[src/hw/tslv_map.svh]
// register map, field positions and reset values of the timer slave mode controller
// assumes a 32-bit avalon-mm slave with byte addresses
`ifndef TSLV_MAP_SVH
`define TSLV_MAP_SVH

`define TSLV_ADDR_W      6
`define TSLV_SMCR_OFS    6'h08
`define TSLV_STAT_OFS    6'h20
`define TSLV_SMCR_RST    16'h0000
`define TSLV_SMCR_WMASK  16'hfff7

`define TSLV_ETP_BIT     15
`define TSLV_ECE_BIT     14
`define TSLV_EXT_TRIG_PRESCALE_LSB    12
`define TSLV_ETF_LSB     8
`define TSLV_MSM_BIT     7
`define TSLV_TS_LSB      4
`define TSLV_SMS_LSB     0

`define TSLV_ST_TRIGGER_INPUT     0
`define TSLV_ST_FILTERED_EXTERNAL_TRIGGER     1
`define TSLV_ST_PRESCALED_EXTERNAL_TRIGGER     2
`define TSLV_ST_DOWN     3
`define TSLV_ST_RUN      4

`define TSLV_PSC_W       3
`define TSLV_FLT_CNT_W   3
`define TSLV_DTS_DIV_W   5

`endif

[src/hw/tslv_pkg.sv]
// types of the timer slave mode controller
// used by every design file of the block
package tslv_pkg;

  typedef enum logic [2:0] {
    TSLV_SM_INT    = 3'b000,
    TSLV_SM_ENC1   = 3'b001,
    TSLV_SM_ENC2   = 3'b010,
    TSLV_SM_ENC3   = 3'b011,
    TSLV_SM_RESET  = 3'b100,
    TSLV_SM_GATED  = 3'b101,
    TSLV_SM_TRIG   = 3'b110,
    TSLV_SM_EXT1   = 3'b111
  } tslv_mode_e;

  typedef enum logic [2:0] {
    TSLV_TS_INTERNAL_TRIGGER_0   = 3'b000,
    TSLV_TS_INTERNAL_TRIGGER_1   = 3'b001,
    TSLV_TS_INTERNAL_TRIGGER_2   = 3'b010,
    TSLV_TS_INTERNAL_TRIGGER_3   = 3'b011,
    TSLV_TS_TI1ED  = 3'b100,
    TSLV_TS_FI1    = 3'b101,
    TSLV_TS_FI2    = 3'b110,
    TSLV_TS_FILTERED_EXTERNAL_TRIGGER   = 3'b111
  } tslv_src_e;

endpackage

[src/hw/tslv_etr_prescaler.sv]
// edge-counting prescaler for the external trigger
// assumes the input is already synchronous to core_clk_in
`timescale 1ns/1ps
`default_nettype none
`include "tslv_map.svh"
module tslv_etr_prescaler
  import tslv_pkg::*;
(
  input  wire logic       core_clk_in,  // core clock
  input  wire logic       sys_rst_in,   // async reset, high
  input  wire logic       sig_in,       // polarity-adjusted trigger
  input  wire logic [1:0] div_sel_in,   // 00 /1, 01 /2, 10 /4, 11 /8
  output logic            sig_out       // prescaled trigger
);

  logic                    prev_q, prev_d;
  logic [`TSLV_PSC_W-1:0]  cnt_q, cnt_d;

  // each rising edge advances the counter, bit k toggles at /2^(k+1)
  always_comb begin
    prev_d = sig_in;
    cnt_d  = cnt_q;
    if (sig_in && !prev_q) begin
      cnt_d = cnt_q + 1'b1;
    end
  end

  always_ff @(posedge core_clk_in or posedge sys_rst_in) begin
    if (sys_rst_in) begin
      prev_q <= 1'b0;
      cnt_q  <= '0;
    end else begin
      prev_q <= prev_d;
      cnt_q  <= cnt_d;
    end
  end

  always_comb begin
    if (div_sel_in == 2'b00) begin
      sig_out = sig_in;
    end else begin
      sig_out = cnt_q[div_sel_in - 2'd1];
    end
  end

endmodule // tslv_etr_prescaler
`default_nettype wire

[src/hw/tslv_etr_filter.sv]
// sample-count digital filter for the prescaled external trigger
// assumes dts_tick_in is a one-cycle enable at the dead-time rate
`timescale 1ns/1ps
`default_nettype none
`include "tslv_map.svh"
module tslv_etr_filter
  import tslv_pkg::*;
(
  input  wire logic       core_clk_in,  // core clock
  input  wire logic       sys_rst_in,   // async reset, high
  input  wire logic       dts_tick_in,  // dead-time clock enable
  input  wire logic       sig_in,       // prescaled trigger
  input  wire logic [3:0] code_in,      // filter setting
  output logic            sig_out       // filtered trigger
);

  // samples of agreement needed, minus one
  function automatic logic [2:0] need_m1(input logic [3:0] c);
    case (c)
      4'h0:                      need_m1 = 3'd0;
      4'h1:                      need_m1 = 3'd1;
      4'h2:                      need_m1 = 3'd3;
      4'h4, 4'h6, 4'h8, 4'hb, 4'he: need_m1 = 3'd5;
      4'ha, 4'hd:                need_m1 = 3'd4;
      default:                   need_m1 = 3'd7;
    endcase
  endfunction

  // dead-time divider mask, all zero means every dts tick
  function automatic logic [4:0] div_mask(input logic [3:0] c);
    case (c)
      4'h4, 4'h5:       div_mask = 5'h01;
      4'h6, 4'h7:       div_mask = 5'h03;
      4'h8, 4'h9:       div_mask = 5'h07;
      4'ha, 4'hb, 4'hc: div_mask = 5'h0f;
      4'hd, 4'he, 4'hf: div_mask = 5'h1f;
      default:          div_mask = 5'h00;
    endcase
  endfunction

  logic [`TSLV_DTS_DIV_W-1:0] div_q, div_d;
  logic [`TSLV_FLT_CNT_W-1:0] cnt_q, cnt_d;
  logic                       out_q, out_d;
  logic                       smp;

  always_comb begin
    div_d = dts_tick_in ? div_q + 1'b1 : div_q;
    if (code_in inside {4'h1, 4'h2, 4'h3}) begin
      smp = 1'b1;  // internal counter clock rate
    end else begin
      smp = dts_tick_in && ((div_q & div_mask(code_in)) == '0);
    end
    cnt_d = cnt_q;
    out_d = out_q;
    if (smp) begin
      if (sig_in == out_q) begin
        cnt_d = '0;
      end else if (cnt_q == need_m1(code_in)) begin
        cnt_d = '0;
        out_d = sig_in;
      end else begin
        cnt_d = cnt_q + 1'b1;
      end
    end
  end

  always_ff @(posedge core_clk_in or posedge sys_rst_in) begin
    if (sys_rst_in) begin
      div_q <= '0;
      cnt_q <= '0;
      out_q <= 1'b0;
    end else begin
      div_q <= div_d;
      cnt_q <= cnt_d;
      out_q <= out_d;
    end
  end

  assign sig_out = out_q;

endmodule // tslv_etr_filter
`default_nettype wire

[src/hw/tslv_slave_ctrl.sv]
// slave mode controller of a general-purpose timer, avalon-mm register slave
// assumes all pins synchronous to core_clk_in; counter and channels sit outside
//
// The implementer's own choice: register access over Avalon-MM.
`timescale 1ns/1ps
`default_nettype none
`include "tslv_map.svh"
module tslv_slave_ctrl
  import tslv_pkg::*;
(
  input  wire logic                    core_clk_in,                   // 10 MHz core clock
  input  wire logic                    sys_rst_in,                    // async reset, high

  input  wire logic [`TSLV_ADDR_W-1:0] avs_address_in,                // byte address
  input  wire logic                    avs_read_in,                   // read request
  input  wire logic                    avs_write_in,                  // write request
  input  wire logic [31:0]             avs_writedata_in,              // write data
  input  wire logic [3:0]              avs_byteenable_in,             // byte lanes
  output logic      [31:0]             avs_readdata_out,              // read data
  output logic                         avs_waitrequest_out,           // stall

  input  wire logic                    dts_tick_in,                   // dead-time clock enable
  input  wire logic                    external_trigger_pin_in,       // external trigger pin
  input  wire logic [3:0]              internal_trigger_in,           // internal triggers 0-3
  input  wire logic                    input1_edge_detect_in,         // input 1 edge detector
  input  wire logic                    filtered_input_1_in,           // filtered input 1
  input  wire logic                    filtered_input_2_in,           // filtered input 2
  input  wire logic                    counter_enable_in,             // counter enable bit

  output logic                         count_tick_out,                // counter advance pulse
  output logic                         count_down_out,                // encoder direction
  output logic                         counter_reinit_out,            // reinit and update pulse
  output logic                         counter_start_out,             // trigger mode start pulse
  output logic                         trigger_input_out,             // selected trigger input
  output logic                         filtered_external_trigger_out  // filtered trigger
);

  // ---- register file and bus handshake
  logic [15:0] smcr_q, smcr_d;
  logic        ack_q, ack_d;
  logic [31:0] rdata_q, rdata_d;
  logic [4:0]  stat;
  logic        req;
  logic        hit_smcr;
  logic        hit_stat;
  logic [15:0] lane_mask;

  logic        ext_trig_polarity;
  logic        ece;
  logic [1:0]  ext_trig_prescale;
  logic [3:0]  ext_trig_filter;
  logic        sync_delay_select;
  tslv_src_e   ts;
  tslv_mode_e  slave_mode_select;

  assign ext_trig_polarity  = smcr_q[`TSLV_ETP_BIT];
  assign ece  = smcr_q[`TSLV_ECE_BIT];
  assign ext_trig_prescale = smcr_q[`TSLV_EXT_TRIG_PRESCALE_LSB +: 2];
  assign ext_trig_filter  = smcr_q[`TSLV_ETF_LSB +: 4];
  assign sync_delay_select  = smcr_q[`TSLV_MSM_BIT];
  assign ts   = tslv_src_e'(smcr_q[`TSLV_TS_LSB +: 3]);
  assign slave_mode_select  = tslv_mode_e'(smcr_q[`TSLV_SMS_LSB +: 3]);

  assign req       = avs_read_in || avs_write_in;
  assign hit_smcr  = (avs_address_in == `TSLV_SMCR_OFS);
  assign hit_stat  = (avs_address_in == `TSLV_STAT_OFS);
  assign lane_mask = {{8{avs_byteenable_in[1]}}, {8{avs_byteenable_in[0]}}};

  // one wait cycle on every access, answer at the second edge
  assign avs_waitrequest_out = req && !ack_q;

  always_comb begin
    ack_d   = req && !ack_q;
    rdata_d = rdata_q;
    smcr_d  = smcr_q;
    if (avs_read_in && !ack_q) begin
      if (hit_smcr) begin
        rdata_d = {16'h0000, smcr_q};
      end else if (hit_stat) begin
        rdata_d = {27'h0000000, stat};
      end else begin
        rdata_d = 32'h00000000;
      end
    end
    if (avs_write_in && ack_q && hit_smcr) begin
      smcr_d = (smcr_q & ~(lane_mask & `TSLV_SMCR_WMASK))
             | (avs_writedata_in[15:0] & lane_mask & `TSLV_SMCR_WMASK);
    end
  end

  always_ff @(posedge core_clk_in or posedge sys_rst_in) begin
    if (sys_rst_in) begin
      smcr_q  <= `TSLV_SMCR_RST;
      ack_q   <= 1'b0;
      rdata_q <= 32'h00000000;
    end else begin
      smcr_q  <= smcr_d;
      ack_q   <= ack_d;
      rdata_q <= rdata_d;
    end
  end

  assign avs_readdata_out = rdata_q;

  // ---- external trigger conditioning
  logic etr_pol;
  logic prescaled_external_trigger;
  logic filtered_external_trigger;

  assign etr_pol = external_trigger_pin_in ^ ext_trig_polarity;

  tslv_etr_prescaler u_psc (
    .core_clk_in (core_clk_in),
    .sys_rst_in  (sys_rst_in),
    .sig_in      (etr_pol),
    .div_sel_in  (ext_trig_prescale),
    .sig_out     (prescaled_external_trigger)
  );

  tslv_etr_filter u_flt (
    .core_clk_in (core_clk_in),
    .sys_rst_in  (sys_rst_in),
    .dts_tick_in (dts_tick_in),
    .sig_in      (prescaled_external_trigger),
    .code_in     (ext_trig_filter),
    .sig_out     (filtered_external_trigger)
  );

  assign filtered_external_trigger_out = filtered_external_trigger;

  // ---- trigger input selection
  logic trigger_input;

  always_comb begin
    unique case (ts)
      TSLV_TS_INTERNAL_TRIGGER_0:  trigger_input = internal_trigger_in[0];
      TSLV_TS_INTERNAL_TRIGGER_1:  trigger_input = internal_trigger_in[1];
      TSLV_TS_INTERNAL_TRIGGER_2:  trigger_input = internal_trigger_in[2];
      TSLV_TS_INTERNAL_TRIGGER_3:  trigger_input = internal_trigger_in[3];
      TSLV_TS_TI1ED: trigger_input = input1_edge_detect_in;
      TSLV_TS_FI1:   trigger_input = filtered_input_1_in;
      TSLV_TS_FI2:   trigger_input = filtered_input_2_in;
      TSLV_TS_FILTERED_EXTERNAL_TRIGGER:  trigger_input = filtered_external_trigger;
    endcase
  end

  assign trigger_input_out = trigger_input;

  // ---- history of trigger and inputs
  logic trg_q, trg_d;
  logic dly_q, dly_d;
  logic eff_prev_q, eff_prev_d;
  logic filtered_external_trigger_prev_q, filtered_external_trigger_prev_d;
  logic fi1_prev_q, fi1_prev_d;
  logic fi2_prev_q, fi2_prev_d;
  logic trg_eff;

  // extra stage lets the trigger output of this timer lead its slaves
  assign trg_eff = sync_delay_select ? dly_q : trg_q;

  always_comb begin
    trg_d       = trigger_input;
    dly_d       = trg_q;
    eff_prev_d  = trg_eff;
    filtered_external_trigger_prev_d = filtered_external_trigger;
    fi1_prev_d  = filtered_input_1_in;
    fi2_prev_d  = filtered_input_2_in;
  end

  always_ff @(posedge core_clk_in or posedge sys_rst_in) begin
    if (sys_rst_in) begin
      trg_q       <= 1'b0;
      dly_q       <= 1'b0;
      eff_prev_q  <= 1'b0;
      filtered_external_trigger_prev_q <= 1'b0;
      fi1_prev_q  <= 1'b0;
      fi2_prev_q  <= 1'b0;
    end else begin
      trg_q       <= trg_d;
      dly_q       <= dly_d;
      eff_prev_q  <= eff_prev_d;
      filtered_external_trigger_prev_q <= filtered_external_trigger_prev_d;
      fi1_prev_q  <= fi1_prev_d;
      fi2_prev_q  <= fi2_prev_d;
    end
  end

  // ---- edges
  logic trg_rise;
  logic filtered_external_trigger_rise;
  logic fi1_edge;
  logic fi1_rise;
  logic fi2_edge;
  logic fi2_rise;
  logic fi1_lvl;
  logic fi2_lvl;

  assign trg_rise  = trg_eff && !eff_prev_q;
  assign filtered_external_trigger_rise = filtered_external_trigger && !filtered_external_trigger_prev_q;
  assign fi1_lvl   = filtered_input_1_in;
  assign fi2_lvl   = filtered_input_2_in;
  assign fi1_edge  = fi1_lvl ^ fi1_prev_q;
  assign fi1_rise  = fi1_lvl && !fi1_prev_q;
  assign fi2_edge  = fi2_lvl ^ fi2_prev_q;
  assign fi2_rise  = fi2_lvl && !fi2_prev_q;

  // ---- mode decision
  logic tick_q, tick_d;
  logic down_q, down_d;
  logic reinit_q, reinit_d;
  logic start_q, start_d;
  logic run;

  always_comb begin
    tick_d   = 1'b0;
    down_d   = down_q;
    reinit_d = 1'b0;
    start_d  = 1'b0;
    run      = counter_enable_in;

    unique case (slave_mode_select)
      TSLV_SM_INT: begin
        tick_d = counter_enable_in;
      end
      TSLV_SM_ENC1: begin
        tick_d = counter_enable_in && fi2_edge;
        if (fi2_edge) begin
          down_d = (fi2_rise != fi1_lvl);
        end
      end
      TSLV_SM_ENC2: begin
        tick_d = counter_enable_in && fi1_edge;
        if (fi1_edge) begin
          down_d = (fi1_rise == fi2_lvl);
        end
      end
      TSLV_SM_ENC3: begin
        tick_d = counter_enable_in && (fi1_edge || fi2_edge);
        if (fi1_edge) begin
          down_d = (fi1_rise == fi2_lvl);
        end else if (fi2_edge) begin
          down_d = (fi2_rise != fi1_lvl);
        end
      end
      TSLV_SM_RESET: begin
        tick_d   = counter_enable_in;
        reinit_d = trg_rise;
      end
      TSLV_SM_GATED: begin
        run    = counter_enable_in && trg_eff;
        tick_d = run;
      end
      TSLV_SM_TRIG: begin
        start_d = trg_rise;
        run     = counter_enable_in || trg_rise;
        tick_d  = run;
      end
      TSLV_SM_EXT1: begin
        tick_d = counter_enable_in && trg_rise;
      end
    endcase

    // external clock mode 2 replaces the clock, keeps reset/gate/start
    if (ece) begin
      tick_d = run && filtered_external_trigger_rise;
      if (slave_mode_select == TSLV_SM_EXT1) begin
        tick_d = counter_enable_in && filtered_external_trigger_rise;
      end
    end
  end

  always_ff @(posedge core_clk_in or posedge sys_rst_in) begin
    if (sys_rst_in) begin
      tick_q   <= 1'b0;
      down_q   <= 1'b0;
      reinit_q <= 1'b0;
      start_q  <= 1'b0;
    end else begin
      tick_q   <= tick_d;
      down_q   <= down_d;
      reinit_q <= reinit_d;
      start_q  <= start_d;
    end
  end

  assign count_tick_out     = tick_q;
  assign count_down_out     = down_q;
  assign counter_reinit_out = reinit_q;
  assign counter_start_out  = start_q;

  // ---- status word
  always_comb begin
    stat                = 5'h00;
    stat[`TSLV_ST_TRIGGER_INPUT] = trg_eff;
    stat[`TSLV_ST_FILTERED_EXTERNAL_TRIGGER] = filtered_external_trigger;
    stat[`TSLV_ST_PRESCALED_EXTERNAL_TRIGGER] = prescaled_external_trigger;
    stat[`TSLV_ST_DOWN] = down_q;
    stat[`TSLV_ST_RUN]  = run;
  end

endmodule // tslv_slave_ctrl
`default_nettype wire

[config.mk]
export PLATFORM = sky130hd
export DESIGN_NAME = tslv_slave_ctrl
export DESIGN_NICKNAME = d
export VERILOG_FILES = /design/src/hw/tslv_pkg.sv /design/src/hw/tslv_etr_prescaler.sv /design/src/hw/tslv_etr_filter.sv /design/src/hw/tslv_slave_ctrl.sv
export VERILOG_INCLUDE_DIRS = /design/src /design/src/hw
export SDC_FILE = /design/constraint.sdc
export NUM_CORES = 1
export LEC_CHECK = 0
export BUFFER_PORTS_ARGS = -buffer_cell sky130_fd_sc_hd__buf_2
export CORE_UTILIZATION = 45
export DETAILED_ROUTE_END_ITERATION = 8
export HOLD_SLACK_MARGIN = 0.08
export PLACE_DENSITY = 0.84
export SYNTH_ARGS = -nofsm -noshare
export SYNTH_HDL_FRONTEND = slang
export SYNTH_SLANG_ARGS = --single-unit
[constraint.sdc]
create_clock -name core_clk_in -period 4.8 [get_ports core_clk_in]
set_input_delay 0.72 -clock core_clk_in [delete_from_list [all_inputs] [get_ports core_clk_in]]
set_output_delay 0.72 -clock core_clk_in [all_outputs]
set_load 0.005 [all_outputs]
==> out/results.ini <==
[status]
status = finished, final reports clean

[die]
start_util_pct = 46.9
die_h_um = 80.8
io-pin-count = 95
die_w_um = 80.8
die_area_um2 = 6530
core_area_um2 = 5960
rows = 28

[hold_path]
min-delay-path-class = register to register
min_from = dly_d
holdPathEnd = dly_q
min_path_cells = 0

[synth]
ys.flop_type = dfrtp_1
ys_types = 41
syn_area_um2 = 2800
ys_seq_area_share_pct = 49.2
synthArstFlopShare_pct = 100
ys_seq_elements = 55
synth_cells = 253
yosysWarnings = 0
syn_area_per_cell_um2 = 11.0
synth_edf_count = 0

[final_layout]
antenna_cells = 0
nets = 382
final_cells = 388
drive_gt1_share_pct = 30.7
final_area_um2 = 3210
syn2layout_area_growth_pct = 14.8

[detailed_routing]
via_count = 2017
post-route-drc-count = 0
wirelength_um = 5220
firstDrtPassIters = 4
drt_iter0_markers = 99
detail-route-antenna-nets = 0
vias_per_cell = 5.20
post_drt_wl_per_cell_um = 13.5

[global_route]
antenna_found_initial = 0
grt_pass1_vias = 1839
overflow = 0
grtUsageTotal_pct = 16.6
grt_pass1_wl_um = 8360
grt_max_degree = 56

[sta]
whs_ps = 379
fmax_mhz = 409
finalSetupTns_ps = 0
setup_viol = 0
rsz0062_at_grt = false
fin_worst_skew_ps = 7.58
slew_headroom_pct = 27.6
post-route-min-period_ps = 2450
finalHoldViolations = 0
tightest_slew_ps = 1090
maxSlewViolCount = 0
period_share_pct = 50.9

[cts]
post_cts_buffers = 0
cts_hold_buf = 0
cts_tree = yes
cts_buffers = 5
clkSlewWorstSetupHoldPaths_ps = 90
clk_latency_ps = 300
cts_root_buf = clkbuf_8
cts_resized = 0
ctsHtreeMaxLevel = 2
clockBufferDepth = 2
cts_sinks = 55

[flow_run]
maxCapViolations = 0

[critical_path]
reg2reg_slack_ps = 2510
crit_arrival_ps = 1730
critical_path.max_fanout = 4
critPathKind = input pin to output port
rr_worst_depth = 8
critPathRequiredTime_ps = 4080
startpoint_type = input pin
rr_endpoint = u_flt.cnt_q[2]
end_kind = output port

[placement]
gp_congestion = 0.791
dp_hpwl_um = 3830
dpl_cell_area_um2 = 3110
portBuffers = 59
placed_cells = 381

[power_and_ir_drop]
p_total_mw = 1.12
p_per_area_nw_per_um2 = 348
power_leakage_nw = 1.56
ir_worst_vdd_mv = 0.203

## layout by cell type, fill, tap and decap left out, types with 5 or more instances in the layout
cell	count
a21oi_1	6
buf_2	59
clkbuf_8	5
conb_1	16
dfrtp_1	55
ha_1	13
inv_1	13
mux2_2	21
nand2_1	34
nor2_1	7
o21ai_0	20
xnor2_1	7
xor2_1	5
## per-layer routing
layer,global-route usage (%),wire length (um)
met2,27.9,2500
met5,0,0
met4,4.29,43
met3,3.60,333
met1,21.8,2340
## cell usage after synthesis (3+ instances only)
master    number  share of area (%)
o31ai_1        3               0.81
mux2_2        21                8.5
nor2_1         7               0.94
inv_1         14                1.9
xor2_1         5                1.6
dfrtp_1       55                 49
buf_4         16                4.3
xnor2_1        7                2.2
nor2b_1        3               0.67
mux4_2         3                2.4
a22oi_1        3               0.81
o21ai_0       20                3.6
ha_1          13                5.8
nand3_1        3               0.54
a21oi_1        6                1.1
nand2_1       34                4.6
nor4_1         3               0.67
clkbuf_1       5               0.67
## how the worst max path moves through the flow
stage,endpoint,cells after the start,slack (ps),from
floorplan,register,4,2540,avs_address_in[1]
global placement,register,5,2100,avs_address_in[1]
detailed placement,register,5,2060,avs_address_in[1]
CTS,trigger_input_out,4,2350,filtered_input_2_in
global route,trigger_input_out,3,2300,register
finish,trigger_input_out,4,2350,filtered_input_2_in
## per-stage QoR
step / util (%) / worst slack, ps
3_3_place_gp: 52.2 / 2100
5_1_grt: 53.9 / 2300
2_1_floorplan: - / 2540
3_5_place_dp: 52.2 / 2060
4_1_cts: 53.9 / 2350
6_report: 53.9 / 2350
## area by class of cell
type / count / area, um2
repair buffers: 61 / 310
flip-flops and latches: 55 / 1380
fillers: 507 / 2750
clock buffers: 6 / 72.6
multi-input cells: 176 / 1270
well taps: 75 / 93.8
inverters: 14 / 52.6
clock inverters: 1 / 30.0
## report_power, final
group / total (mW) / switching, mW / internal, mW
Clock: 0.294 / 0.141 / 0.153
Combinational: 0.220 / 0.104 / 0.116
Sequential: 0.604 / 0.0723 / 0.532
Total: 1.12 / 0.317 / 0.801
## cells by family (layout without fill, tap and decap cells)
group	after synthesis	after routing	share of synthesized area [%]
AO/OA/AOI/OAI	44	44	9.85
adder cells (fa/ha/maj)	13	13	5.82
XOR/XNOR	12	12	3.76
flip-flops	55	55	49.2
buffers and inverters	37	82	7.21
multiplexers	25	25	11.2
other	1	16	0.134
AND/OR/NAND/NOR	66	66	12.8
## critical path: stages
cell and delay (ps):
buf_2 130, mux4_2 450, mux2_2 290, buf_2 140
No activity file was read; power rests on OpenSTA's default activity.
